## src/rtl/dwp_map.vh

```
// Purpose: constants for the dual wiper serial shift port
// Assumes: included by the port module only
// Notes: positions are shift register bit indices
`ifndef DWP_MAP_VH
`define DWP_MAP_VH
`define DWP_SR_WIDTH 17
`define DWP_CODE_WIDTH 8
`define DWP_STACK_BIT 0
`define DWP_SECOND_MSB 1
`define DWP_SECOND_LSB 8
`define DWP_FIRST_MSB 9
`define DWP_FIRST_LSB 16
`define DWP_CLK_NS 20
`define DWP_COUT_MIN_NS 50
`define DWP_COUT_CYCLES ((`DWP_COUT_MIN_NS + `DWP_CLK_NS - 1) / `DWP_CLK_NS)
`endif

```

## src/rtl/dwp_serial_port.v

```verilog
// Purpose: serial control port of a dual 256-tap potentiometer, sampled on the system clock
// Assumes: port enable, serial clock and data come from outside and are synchronised here
// Notes: the wiper codes have no reset value; sys_rst only clears control state
`timescale 1ns/1ns
`include "dwp_map.vh"
module dwp_serial_port #(
   parameter SR_WIDTH = `DWP_SR_WIDTH,
   parameter CODE_WIDTH = `DWP_CODE_WIDTH
) (
   input wire clock,
   input wire sys_rst,
   input wire portEnable,
   input wire serialClock,
   input wire serialData,
   output reg cascadeOut,
   output reg [CODE_WIDTH-1:0] firstWiperTerminal,
   output reg [CODE_WIDTH-1:0] secondWiperTerminal,
   output reg stackSelect,
   output reg [CODE_WIDTH:0] stackedTap
);
   localparam integer COUT_INT = `DWP_COUT_CYCLES;
   localparam [31:0] COUT_VEC = COUT_INT;
   localparam [3:0] COUT_CYCLES = COUT_VEC[3:0];

   // bit-reverse so code msb (lower shift position) lands in code bit 7
   function [CODE_WIDTH-1:0] takeCode;
      input [SR_WIDTH-1:0] sr;
      input integer msbPos;
      integer i;
      begin
         takeCode = {CODE_WIDTH{1'b0}};
         for (i = 0; i < CODE_WIDTH; i = i + 1) begin
            takeCode[CODE_WIDTH-1-i] = sr[msbPos+i];
         end
      end
   endfunction

   reg enMeta_q, enSync_q, enPrev_q;
   reg clkMeta_q, clkSync_q, clkPrev_q;
   reg datMeta_q, datSync_q;
   reg armed_q;
   reg [SR_WIDTH-1:0] shiftReg_q;
   reg [3:0] coutCnt_q;
   reg pendingBit_q;
   wire clkRise;
   wire enFall;
   wire enRise;

   always @(posedge clock) begin
      enMeta_q <= portEnable;
      enSync_q <= enMeta_q;
      clkMeta_q <= serialClock;
      clkSync_q <= clkMeta_q;
      datMeta_q <= serialData;
      datSync_q <= datMeta_q;
      // tracks through reset, so an enable held high across reset is never seen as a rise
      enPrev_q <= enSync_q;
      if (sys_rst) begin
         clkPrev_q <= 1'b0;
      end else begin
         clkPrev_q <= clkSync_q;
      end
   end

   assign clkRise = clkSync_q & ~clkPrev_q;
   assign enRise = enSync_q & ~enPrev_q;
   assign enFall = ~enSync_q & enPrev_q;

   // armed only by a low-to-high enable edge, so an enable stuck high at reset shifts nothing
   always @(posedge clock) begin
      if (sys_rst) begin
         armed_q <= 1'b0;
      end else if (!enSync_q) begin
         armed_q <= 1'b0;
      end else if (enRise) begin
         armed_q <= 1'b1;
      end
   end

   // register content is left unreset: wipers power up unknown
   always @(posedge clock) begin
      if (armed_q && enSync_q && clkRise) begin
         // new bit enters at the top, so the first bit sent ends at position 0
         shiftReg_q <= {datSync_q, shiftReg_q[SR_WIDTH-1:1]};
      end
   end

   // outgoing bit waits at least the cascade delay before showing
   always @(posedge clock) begin
      if (sys_rst) begin
         coutCnt_q <= 4'h0;
         pendingBit_q <= 1'b0;
         cascadeOut <= 1'b0;
      end else if (!enSync_q || (enSync_q && !armed_q)) begin
         coutCnt_q <= 4'h0;
         cascadeOut <= shiftReg_q[`DWP_STACK_BIT];
      end else if (clkRise) begin
         // next bit to leave is position 0 after this shift, which a chained device samples
         pendingBit_q <= shiftReg_q[`DWP_STACK_BIT+1];
         coutCnt_q <= COUT_CYCLES;
      end else if (coutCnt_q == 4'h1) begin
         coutCnt_q <= 4'h0;
         cascadeOut <= pendingBit_q;
      end else if (coutCnt_q != 4'h0) begin
         coutCnt_q <= coutCnt_q - 4'h1;
      end
   end

   // wipers change only on the enable falling edge
   always @(posedge clock) begin
      if (enFall) begin
         firstWiperTerminal <= takeCode(shiftReg_q, `DWP_FIRST_MSB);
         secondWiperTerminal <= takeCode(shiftReg_q, `DWP_SECOND_MSB);
         stackSelect <= shiftReg_q[`DWP_STACK_BIT];
      end
   end

   // stacked tap: 512 positions, upper half is the second wiper
   always @(posedge clock) begin
      if (stackSelect) begin
         stackedTap <= {1'b1, secondWiperTerminal};
      end else begin
         stackedTap <= {1'b0, firstWiperTerminal};
      end
   end
endmodule // dwp_serial_port

```

## config.mk

```make
export PLATFORM = sky130hd
export DESIGN_NAME = dwp_serial_port
export DESIGN_NICKNAME = d
export VERILOG_FILES = /design/src/rtl/dwp_serial_port.v
export VERILOG_INCLUDE_DIRS = /design/src /design/src/rtl
export SDC_FILE = /design/constraint.sdc
export NUM_CORES = 1
export LEC_CHECK = 0
export BUFFER_PORTS_ARGS = -buffer_cell sky130_fd_sc_hd__buf_2
export CORE_MARGIN = 3
export CORE_UTILIZATION = 48
export DETAILED_ROUTE_END_ITERATION = 8
export PLACE_DENSITY = 0.7
export SLEW_MARGIN = 20
export SYNTH_ARGS = -nofsm -noshare
export SYNTH_HDL_FRONTEND = slang
export SYNTH_SLANG_ARGS = --single-unit
```

## constraint.sdc

```tcl
create_clock -name clock -period 1.8 [get_ports clock]
set_clock_uncertainty 0.2 [all_clocks]
set_input_delay 0.09 -clock clock [delete_from_list [all_inputs] [get_ports clock]]
set_output_delay 0.09 -clock clock [all_outputs]
set_load 0.05 [all_outputs]
```

==> run summary, run 1 <==
Peak VDD IR - 0.000715 V
Total number of vias - 1016
WP data required - 1.85 ns
Startpoint Class - flip-flop
WP data arrival - 1.78 ns
P per Cell Area - 1160 nW/um^2
Core area - 3520 sq um
Die area - 4660 sq um
DRT Wirelength - 3000 um
Post-route ant nets - 0
Seq cells post-synth - 58
Synthesized cell area - 1860 sq um
Worst slew pin tran - 0.449 ns
CP Class - flip-flop to flip-flop
Met3 routed WL - 208 um
Largest net degree at the start of global routing - 18
Initial DRC count - 47
Initial core utilization - 0.528
Post-synth cell types - 25
Buffers on Ports - 31
Initial antenna violation count - 0
Cell count after synthesis - 105
DRC - 0
Critical Path Max Stage Delay - 0.36 ns
Die Span Y - 68.3 um
Slew Limit Fails - 0
Slew HR - 0.701
Post-Syn Nets - 113
Top Layer Used - met4
Family with the most delay on the worst path - multiplexers
CTS clk-pin slew, worst paths - 0.06 ns
Fmax - 577 MHz
Slowest stage cell on the critical path - mux2_1
Final-layout fill cell count - 256
H-tree levels - 3
Clock Path Buffers - 2
Worst-path fanout max - 4
HP Class - flip-flop to flip-flop
Total CTS buffers - 9
Final setup viols - 0
First-pass DRT Iterations - 4
Layout Nets - 161
Status - completed
Routed wl met2 - 1460 um
Fin util - 0.662
Cell Rows - 21
Final RePlAce weighted congestion - 0.771
TritonCTS clock tree - built
Placed instance area - 2090 sq um
CTS sink cnt - 58
Total global routing overflow - 0
Ys Warns - 0
R2R setup slack - 0.07 ns
Bufs and invs on worst path - 1
Vias in the first global route - 964
GRT Util Overall - 0.145
M1 WL - 1300 um
Final Hold Vio Count - 0
Ports - 32
Post-synthesis sequential area ratio - 0.807
Max-cap check violation count - 0
Routed length per placed instance - 14.8 um
Syn avg cell area - 17.7 sq um
Cell chain of the critical path - inv_1, ha_2, nor4b_4, mux2_1, a211oi_2
Setup TNS - 0 ns
Clock root cell - clkbuf_8
Die X - 68.3 um
Final antenna diode count - 0
Design area - 2330 sq um
CP Capture Type - flip-flop
Pleak - 0.884 nW
Vias per cell - 5.00
Final worst-path cycle share - 0.963
Share of layout cells above drive strength 1 - 0.382
Final min period - 1.73 ns
First-pass GRT wire length - 4460 um
Area Growth Syn to Fin - 25.3%
Clk_lat worst skew - 0.32 ns
[state kept, by name, summed over array words and instances, names as in the netlist, 4 cells and up]
name,cells
coutCnt_q,4
firstWiperTerminal,8
secondWiperTerminal,8
shiftReg_q,17
stackedTap,9
[placed cells by master, fill, tap and decap left out, types with 2 or more instances in the layout]
cell type      instances
edfxtp_1              34
buf_2                 31
dfxtp_1               24
clkbuf_8              10
mux2_2                 8
nor2b_1                5
a21oi_1                4
dlygate4sd3_1          4
inv_1                  3
nor2_1                 3
buf_4                  3
a211oi_1               2
nor3_1                 2
o21ai_0                2
ha_2                   2
clkinv_1               2
[routing by layer]
metal | GRT usage | vias up
li1 | - | 488
met1 | 0.162 | 494
met2 | 0.219 | 28
met3 | 0.0722 | 6
met4 | 0.0893 | 0
met5 | 0 | -
[stage by stage]
step / hold WS (ns) / instances / setup slack (ns) / power, mW
finish: 0.125 / 203 / 0.0668 / 2.70
global route: 0.140 / 203 / -0.0163 / 2.81
CTS: 0.128 / 203 / 0.0383 / 2.73
detailed placement: -0.00560 / 184 / 0.0510 / 1.62
global placement: -0.00788 / 184 / 0.135 / 1.62
floorplan: -0.0823 / 105 / 0.0679 / 1.58
[area by class of cell]
cell class | count | area [sq um] | area share
Tap cell | 46 | 57.6 | 0.0247
Timing Repair Buffer | 38 | 218 | 0.0934
Multi-Input combinational cell | 43 | 359 | 0.154
Clock inverter | 4 | 42.5 | 0.0183
Clock buffer | 11 | 141 | 0.0607
Sequential cell | 58 | 1500 | 0.644
Inverter | 3 | 11.3 | 0.00483
[kinds of logic (layout without fill, tap and decap cells)]
logic type,Yosys count,in the layout,share of synthesized area
muxes,10,10,0.0599
and+or+nand+nor,18,18,0.0599
buffers and inverters,4,56,0.00874
adders and majority gates,3,3,0.0202
DFF,58,58,0.807
AOI/OAI and AO/OA,12,12,0.0444
[path summary, 6_finish.rpt]
| path | from | to | cells past startpoint |
|---|---|---|---|
| setup / recovery | coutCnt_q[0] | coutCnt_q[1] | 5 |
| hold / removal | clkMeta_q | clkSync_q | 0 |
| setup reg to reg | coutCnt_q[0] | coutCnt_q[1] | 5 |
| hold reg to reg | clkMeta_q | clkSync_q | 0 |
[power by group]
part	switching, mW	internal, mW	total, mW
clock network	0.445	0.657	1.10
registers	0.0170	1.43	1.45
logic	0.106	0.0419	0.148
total	0.568	2.13	2.70
[timing repair]
action                                  in CTS  in global routing
endpoints found under the setup margin       0                  1
buffers inserted                             0                  0
hold buffers                                 4                  0
endpoints found under the hold margin       11                  0
gates resized for setup                      0                  3
[Yosys cell counts, drive strengths merged]
| cell | count | area, sq um |
|---|---|---|
| a21oi | 4 | 20.0 |
| edfxtp | 34 | 1020 |
| dfxtp | 24 | 480 |
| nor2 | 4 | 15.0 |
| ha | 3 | 37.5 |
| nor3 | 2 | 10.0 |
| nand2 | 1 | 6.26 |
| nor2b | 5 | 31.3 |
| a41oi | 1 | 8.76 |
| nand4 | 1 | 6.26 |
| mux2i | 1 | 10.0 |
| o21ai | 2 | 10.0 |
| inv | 3 | 11.3 |
| or2b | 1 | 7.51 |
| a211oi | 3 | 27.5 |
| or3 | 1 | 6.26 |
| nor4b | 1 | 15.0 |
| nand2b | 1 | 6.26 |
| nor3b | 1 | 7.51 |
| mux2 | 9 | 101 |
| buf | 1 | 5.00 |
| a31o | 1 | 8.76 |
| o31ai | 1 | 7.51 |
No activity file was read; power rests on OpenSTA's default activity.
==> inputs of run 2 (changes only) <==
- RECOVER_POWER: not set -> 100
==> run summary, run 2 (same netlist as run 1, synthesis figures left out) <==
Clock network fraction of design power - 0.409 (about the same)
Fin util - 0.650 (-0.0117)
CTS clk-pin slew, worst paths - 0.06 ns (about the same)
Startpoint Class - flip-flop
Total global routing overflow - 0 (unchanged)
DRT Wirelength - 3010 um (+0.47%)
WP data required - 1.84 ns (about the same)
Max reg flops - 17 (unchanged)
Initial core utilization - 0.528 (unchanged)
Final setup viols - 0 (unchanged)
Status - completed
Comb pwr share - 0.052 (-0.003)
CP Launch Point - coutCnt_q[0]
Switching Share - 0.212 (+0.00117)
Die X - 68.3 um (unchanged)
Pleak - 0.806 nW (-8.8%)
P per Cell Area - 1180 nW/um^2 (+1.6%)
Final RePlAce weighted congestion - 0.771 (unchanged)
Share of layout cells above drive strength 1 - 0.210 (-0.172)
Ports - 32 (unchanged)
Area Growth Syn to Fin - 23.1%
Vias in the first global route - 964 (unchanged)
Die Span Y - 68.3 um (unchanged)
Initial DRC count - 46 (-2.1%)
Placed instance area - 2090 sq um (unchanged)
Final Hold Vio Count - 0 (unchanged)
Most frequent cells in the layout - edfxtp_1 (34), clkbuf_1 (28), dfxtp_1 (24)
Total CTS buffers - 9 (unchanged)
First-pass DRT Iterations - 4 (unchanged)
Psw - 0.571 mW (+0.40%)
Initial antenna violation count - 0 (unchanged)
Total number of vias - 1022 (+0.59%)
Final antenna diode count - 0 (unchanged)
Post-CTS setup buffer count - 0 (unchanged)
Die area - 4660 sq um (unchanged)
Max-cap check violation count - 0 (unchanged)
Final worst-path cycle share - 0.965 (+0.00210)
Min Hold Slack - 0.125 ns (-0.00000100 ns)
Crit Reg-Reg Startpoint - coutCnt_q[0]
CTS sink cnt - 58 (unchanged)
Largest registers - shiftReg_q x17, stackedTap x9
Peak VDD IR - 0.000714 V (-0.11%)
CP Capture Type - flip-flop
CP Class - flip-flop to flip-flop
Vias per cell - 5.03 (+0.59%)
Largest net degree at the start of global routing - 18 (unchanged)
Sequential share of power - 0.538 (about the same)
Cell Rows - 21 (unchanged)
Slew Limit Fails - 0 (unchanged)
Final min period - 1.74 ns (+0.00377 ns)
Layout Nets - 161 (unchanged)
Design area - 2290 sq um (-1.8%)
Core area - 3520 sq um (unchanged)
WP data arrival - 1.78 ns (about the same)
Post-route ant nets - 0 (unchanged)
Min-delay src - clkMeta_q
Buffers on Ports - 31 (unchanged)
TritonCTS clock tree - built
H-tree levels - 3 (unchanged)
DRC - 0 (unchanged)
Cell Int Power - 2.13 mW (-0.30%)
Worst slew pin tran - 0.608 ns (+0.159 ns)
Final setup margin - 0.0631 ns (-0.00377 ns)
Most flop-heavy register - shiftReg_q
HP Class - flip-flop to flip-flop
Clk_lat worst skew - 0.32 ns (about the same)
GRT Util Overall - 0.145 (unchanged)
Fmax - 576 MHz (-0.22%)
Routed length per placed instance - 14.8 um (+0.47%)
Clock root cell - clkbuf_8
First-pass GRT wire length - 4460 um (unchanged)
Clock Path Buffers - 2 (unchanged)
Pre-CTS WS - 0.0510 ns (unchanged)
Commonest non-fill, non-tap cell in the layout - edfxtp_1
Final-layout fill cell count - 274 (+7.0%)
Worst-path fanout max - 4 (unchanged)
Slew HR - 0.597 (-0.104)
-- run 2: what timing repair did --
action | 4_1_cts | 5_1_grt
hold buffers | 4 | 0
endpoints found under the hold margin | 11 | 0
resized for setup | 0 | 3
endpoints found under the setup margin | 0 | 1
-- run 2: power by group through the flow --
stage	Sequential, mW	Combinational [mW]	Clock, mW
after CTS	1.45	0.148	1.13
after floorplan	1.55	0.0344	0
after global routing	1.46	0.150	1.20
after detailed placement	1.48	0.141	0
final	1.45	0.141	1.10
after global placement	1.48	0.140	0
-- run 2: stage by stage --
step,power [mW],TNS [ns],std cells
2_1_floorplan,1.58,0,105
3_3_place_gp,1.62,0,184
3_5_place_dp,1.62,0,184
4_1_cts,2.73,0,203
5_1_grt,2.80,-0.0163,203
6_report,2.70,0,203
-- run 2: cell type report --
class,instances,area [sq um],share of cell area
timing repair buffer,38,176,0.0770
inverter,3,11.3,0.00492
clock buffer,11,141,0.0617
tap,46,57.6,0.0251
multi-input combinational,43,359,0.157
sequential,58,1500,0.656
clock inverter,4,42.5,0.0186
-- run 2: per-layer routing --
metal / share of wire / GRT usage / vias up
met5: 0 / 0 / -
met4: 0.010 / 0.0893 / 0
met3: 0.063 / 0.0722 / 6
met2: 0.49 / 0.219 / 26
met1: 0.44 / 0.162 / 500
li1: - / - / 490
-- run 2: path summary, 6_finish.rpt --
kind,cells after the start,slack [ns],endpoint
setup / recovery,5,0.06,coutCnt_q[1]
hold / removal,0,0.13,clkSync_q
setup reg to reg,5,0.06,coutCnt_q[1]
hold reg to reg,0,0.13,clkSync_q
-- run 2: worst max-delay path, cell delays in order, from the launching register on --
cell and delay, ns:
dfxtp_1 0.34, inv_1 0.12, ha_2 0.20, nor4b_4 0.23
mux2_1 0.36, a211oi_2 0.21
==> inputs of run 3 (changes only) <==
- CORE_UTILIZATION: 48 -> 30
- PLACE_DENSITY: 0.7 -> 0.47
- REMOVE_ABC_BUFFERS: not set -> 1
==> run summary, run 3 (same netlist as run 1, synthesis figures left out) <==
Status - completed
Pleak - 0.818 nW (+1.5%)
P per Cell Area - 1180 nW/um^2 (-0.20%)
Buffers on Ports - 31 (unchanged)
Fin cells - 233 (+15%)
CTS sink cnt - 58 (unchanged)
Final min period - 1.73 ns (-0.00662 ns)
Initial antenna violation count - 0 (unchanged)
Vias per cell - 4.33 (-14%)
Largest registers - shiftReg_q x17, stackedTap x9
Slew HR - 0.592 (-0.00509)
Final antenna diode count - 0 (unchanged)
Area Growth Syn to Fin - 26.8%
Most flop-heavy register - shiftReg_q
Startpoint Class - flip-flop
Cell chain of the critical path - inv_2, ha_2, nor4b_4, mux2_4, a211oi_2
Max reg flops - 17 (unchanged)
Critical Path Max Stage Delay - 0.37 ns (about the same)
Vias in the first global route - 1007 (+4.5%)
Total Power - 2.77 mW (+2.8%)
Final setup viols - 0 (unchanged)
Largest net degree at the start of global routing - 18 (unchanged)
CP Class - flip-flop to flip-flop
HP Class - flip-flop to flip-flop
Clock Path Buffers - 2 (unchanged)
Clk_lat worst skew - 0.33 ns (about the same)
CTS clk-pin slew, worst paths - 0.06 ns (about the same)
WP data arrival - 1.78 ns (about the same)
Final worst-path cycle share - 0.961 (-0.00368)
Design area - 2360 sq um (+3.1%)
Slowest stage cell on the critical path - dfxtp_1
TritonCTS clock tree - built
Total CTS buffers - 9 (unchanged)
HPWL after detailed placement - 1860 um
Bufs and invs on worst path - 1 (unchanged)
Fmax - 578 MHz (+0.38%)
Final setup margin - 0.0697 ns (+0.00662 ns)
Initial core utilization - 0.312 (-0.216)
CP Capture Type - flip-flop
Slew Limit Fails - 0 (unchanged)
WP data required - 1.84 ns (about the same)
GRT Util Overall - 0.0898 (-0.0549)
Pre-CTS WS - 0.0213 ns (-0.0296 ns)
Routed length per placed instance - 13.2 um (-11%)
Placed instance area - 2130 sq um (+1.6%)
R2R setup slack - 0.07 ns (about the same)
Family with the most delay on the worst path - flip-flops
Worst slew pin tran - 0.615 ns (+0.00766 ns)
Ports - 32 (unchanged)
Core area - 5960 sq um (+69%)
Commonest non-fill, non-tap cell in the layout - edfxtp_1
Initial DRC count - 25 (-46%)
First-pass GRT wire length - 4780 um (+7.3%)
Cell Rows - 28 (+33%)
Die area - 7180 sq um (+54%)
Layout Nets - 161 (unchanged)
Post-route ant nets - 0 (unchanged)
Share of layout cells above drive strength 1 - 0.241 (+0.0303)
Die Span Y - 84.8 um (+24%)
Clock root cell - clkbuf_8
Placed insts - 213 (+16%)
Worst-path fanout max - 4 (unchanged)
Max-cap check violation count - 0 (unchanged)
Most frequent cells in the layout - edfxtp_1 (34), clkbuf_1 (27), dfxtp_1 (24)
Peak VDD IR - 0.000443 V (-38%)
Fin util - 0.396 (-0.254)
DRC - 0 (unchanged)
Total number of vias - 1008 (-1.4%)
First-pass DRT Iterations - 4 (unchanged)
Final Hold Vio Count - 0 (unchanged)
Total global routing overflow - 0 (unchanged)
H-tree levels - 3 (unchanged)
DRT Wirelength - 3090 um (+2.4%)
Final RePlAce weighted congestion - 0.687 (-11%)
Die X - 84.8 um (+24%)
-- run 3: path summary, 6_finish.rpt --
| check | start | end | depth (start not counted) |
|---|---|---|---|
| worst min-delay path | clkMeta_q | clkSync_q | 0 |
| worst max-delay path | coutCnt_q[0] | coutCnt_q[1] | 5 |
| worst min register to register | clkMeta_q | clkSync_q | 0 |
| worst max register to register | coutCnt_q[0] | coutCnt_q[1] | 5 |
-- run 3: timing repair --
item	in CTS	in global routing
hold buffers	4	0
buffers inserted	0	0
setup endpoints to repair	0	1
hold endpoints to repair	11	0
gates resized for setup	0	8
-- run 3: worst reg2reg max path, cell delays in order, from the launching register on --
cell	delay, ns
dfxtp_1	0.37
inv_2	0.10
ha_2	0.20
nor4b_4	0.25
mux2_4	0.34
a211oi_2	0.21
-- run 3: layout make-up --
cell class | instances | area (sq um)
clock inverter | 6 | 66.3
fill | 589 | 3600
multi-input combinational | 43 | 368
clock buffer | 10 | 138
tap | 75 | 93.8
inverter | 3 | 11.3
timing repair buffer | 38 | 181
sequential | 58 | 1500
-- run 3: power by group --
group	leakage [nW]	total, mW	internal (mW)	switching [mW]
registers	0.513	1.45	1.43	0.0178
logic	0.210	0.143	0.0363	0.106
clock network	0.0945	1.18	0.675	0.505
-- run 3: routing by layer --
layer	vias to the layer above	wire length, um	global-route usage
li1	486	-	-
met1	485	1440	0.113
met2	27	1370	0.122
met3	10	179	0.0353
met4	0	97	0.0691
met5	-	0	0
-- run 3: per-stage QoR --
step                setup TNS (ns)  hold slack, ns
global placement                 0        -0.00533
floorplan                   -0.604         -0.0823
finish                           0           0.129
global route             -0.000620           0.147
CTS                              0           0.134
detailed placement               0        -0.00501
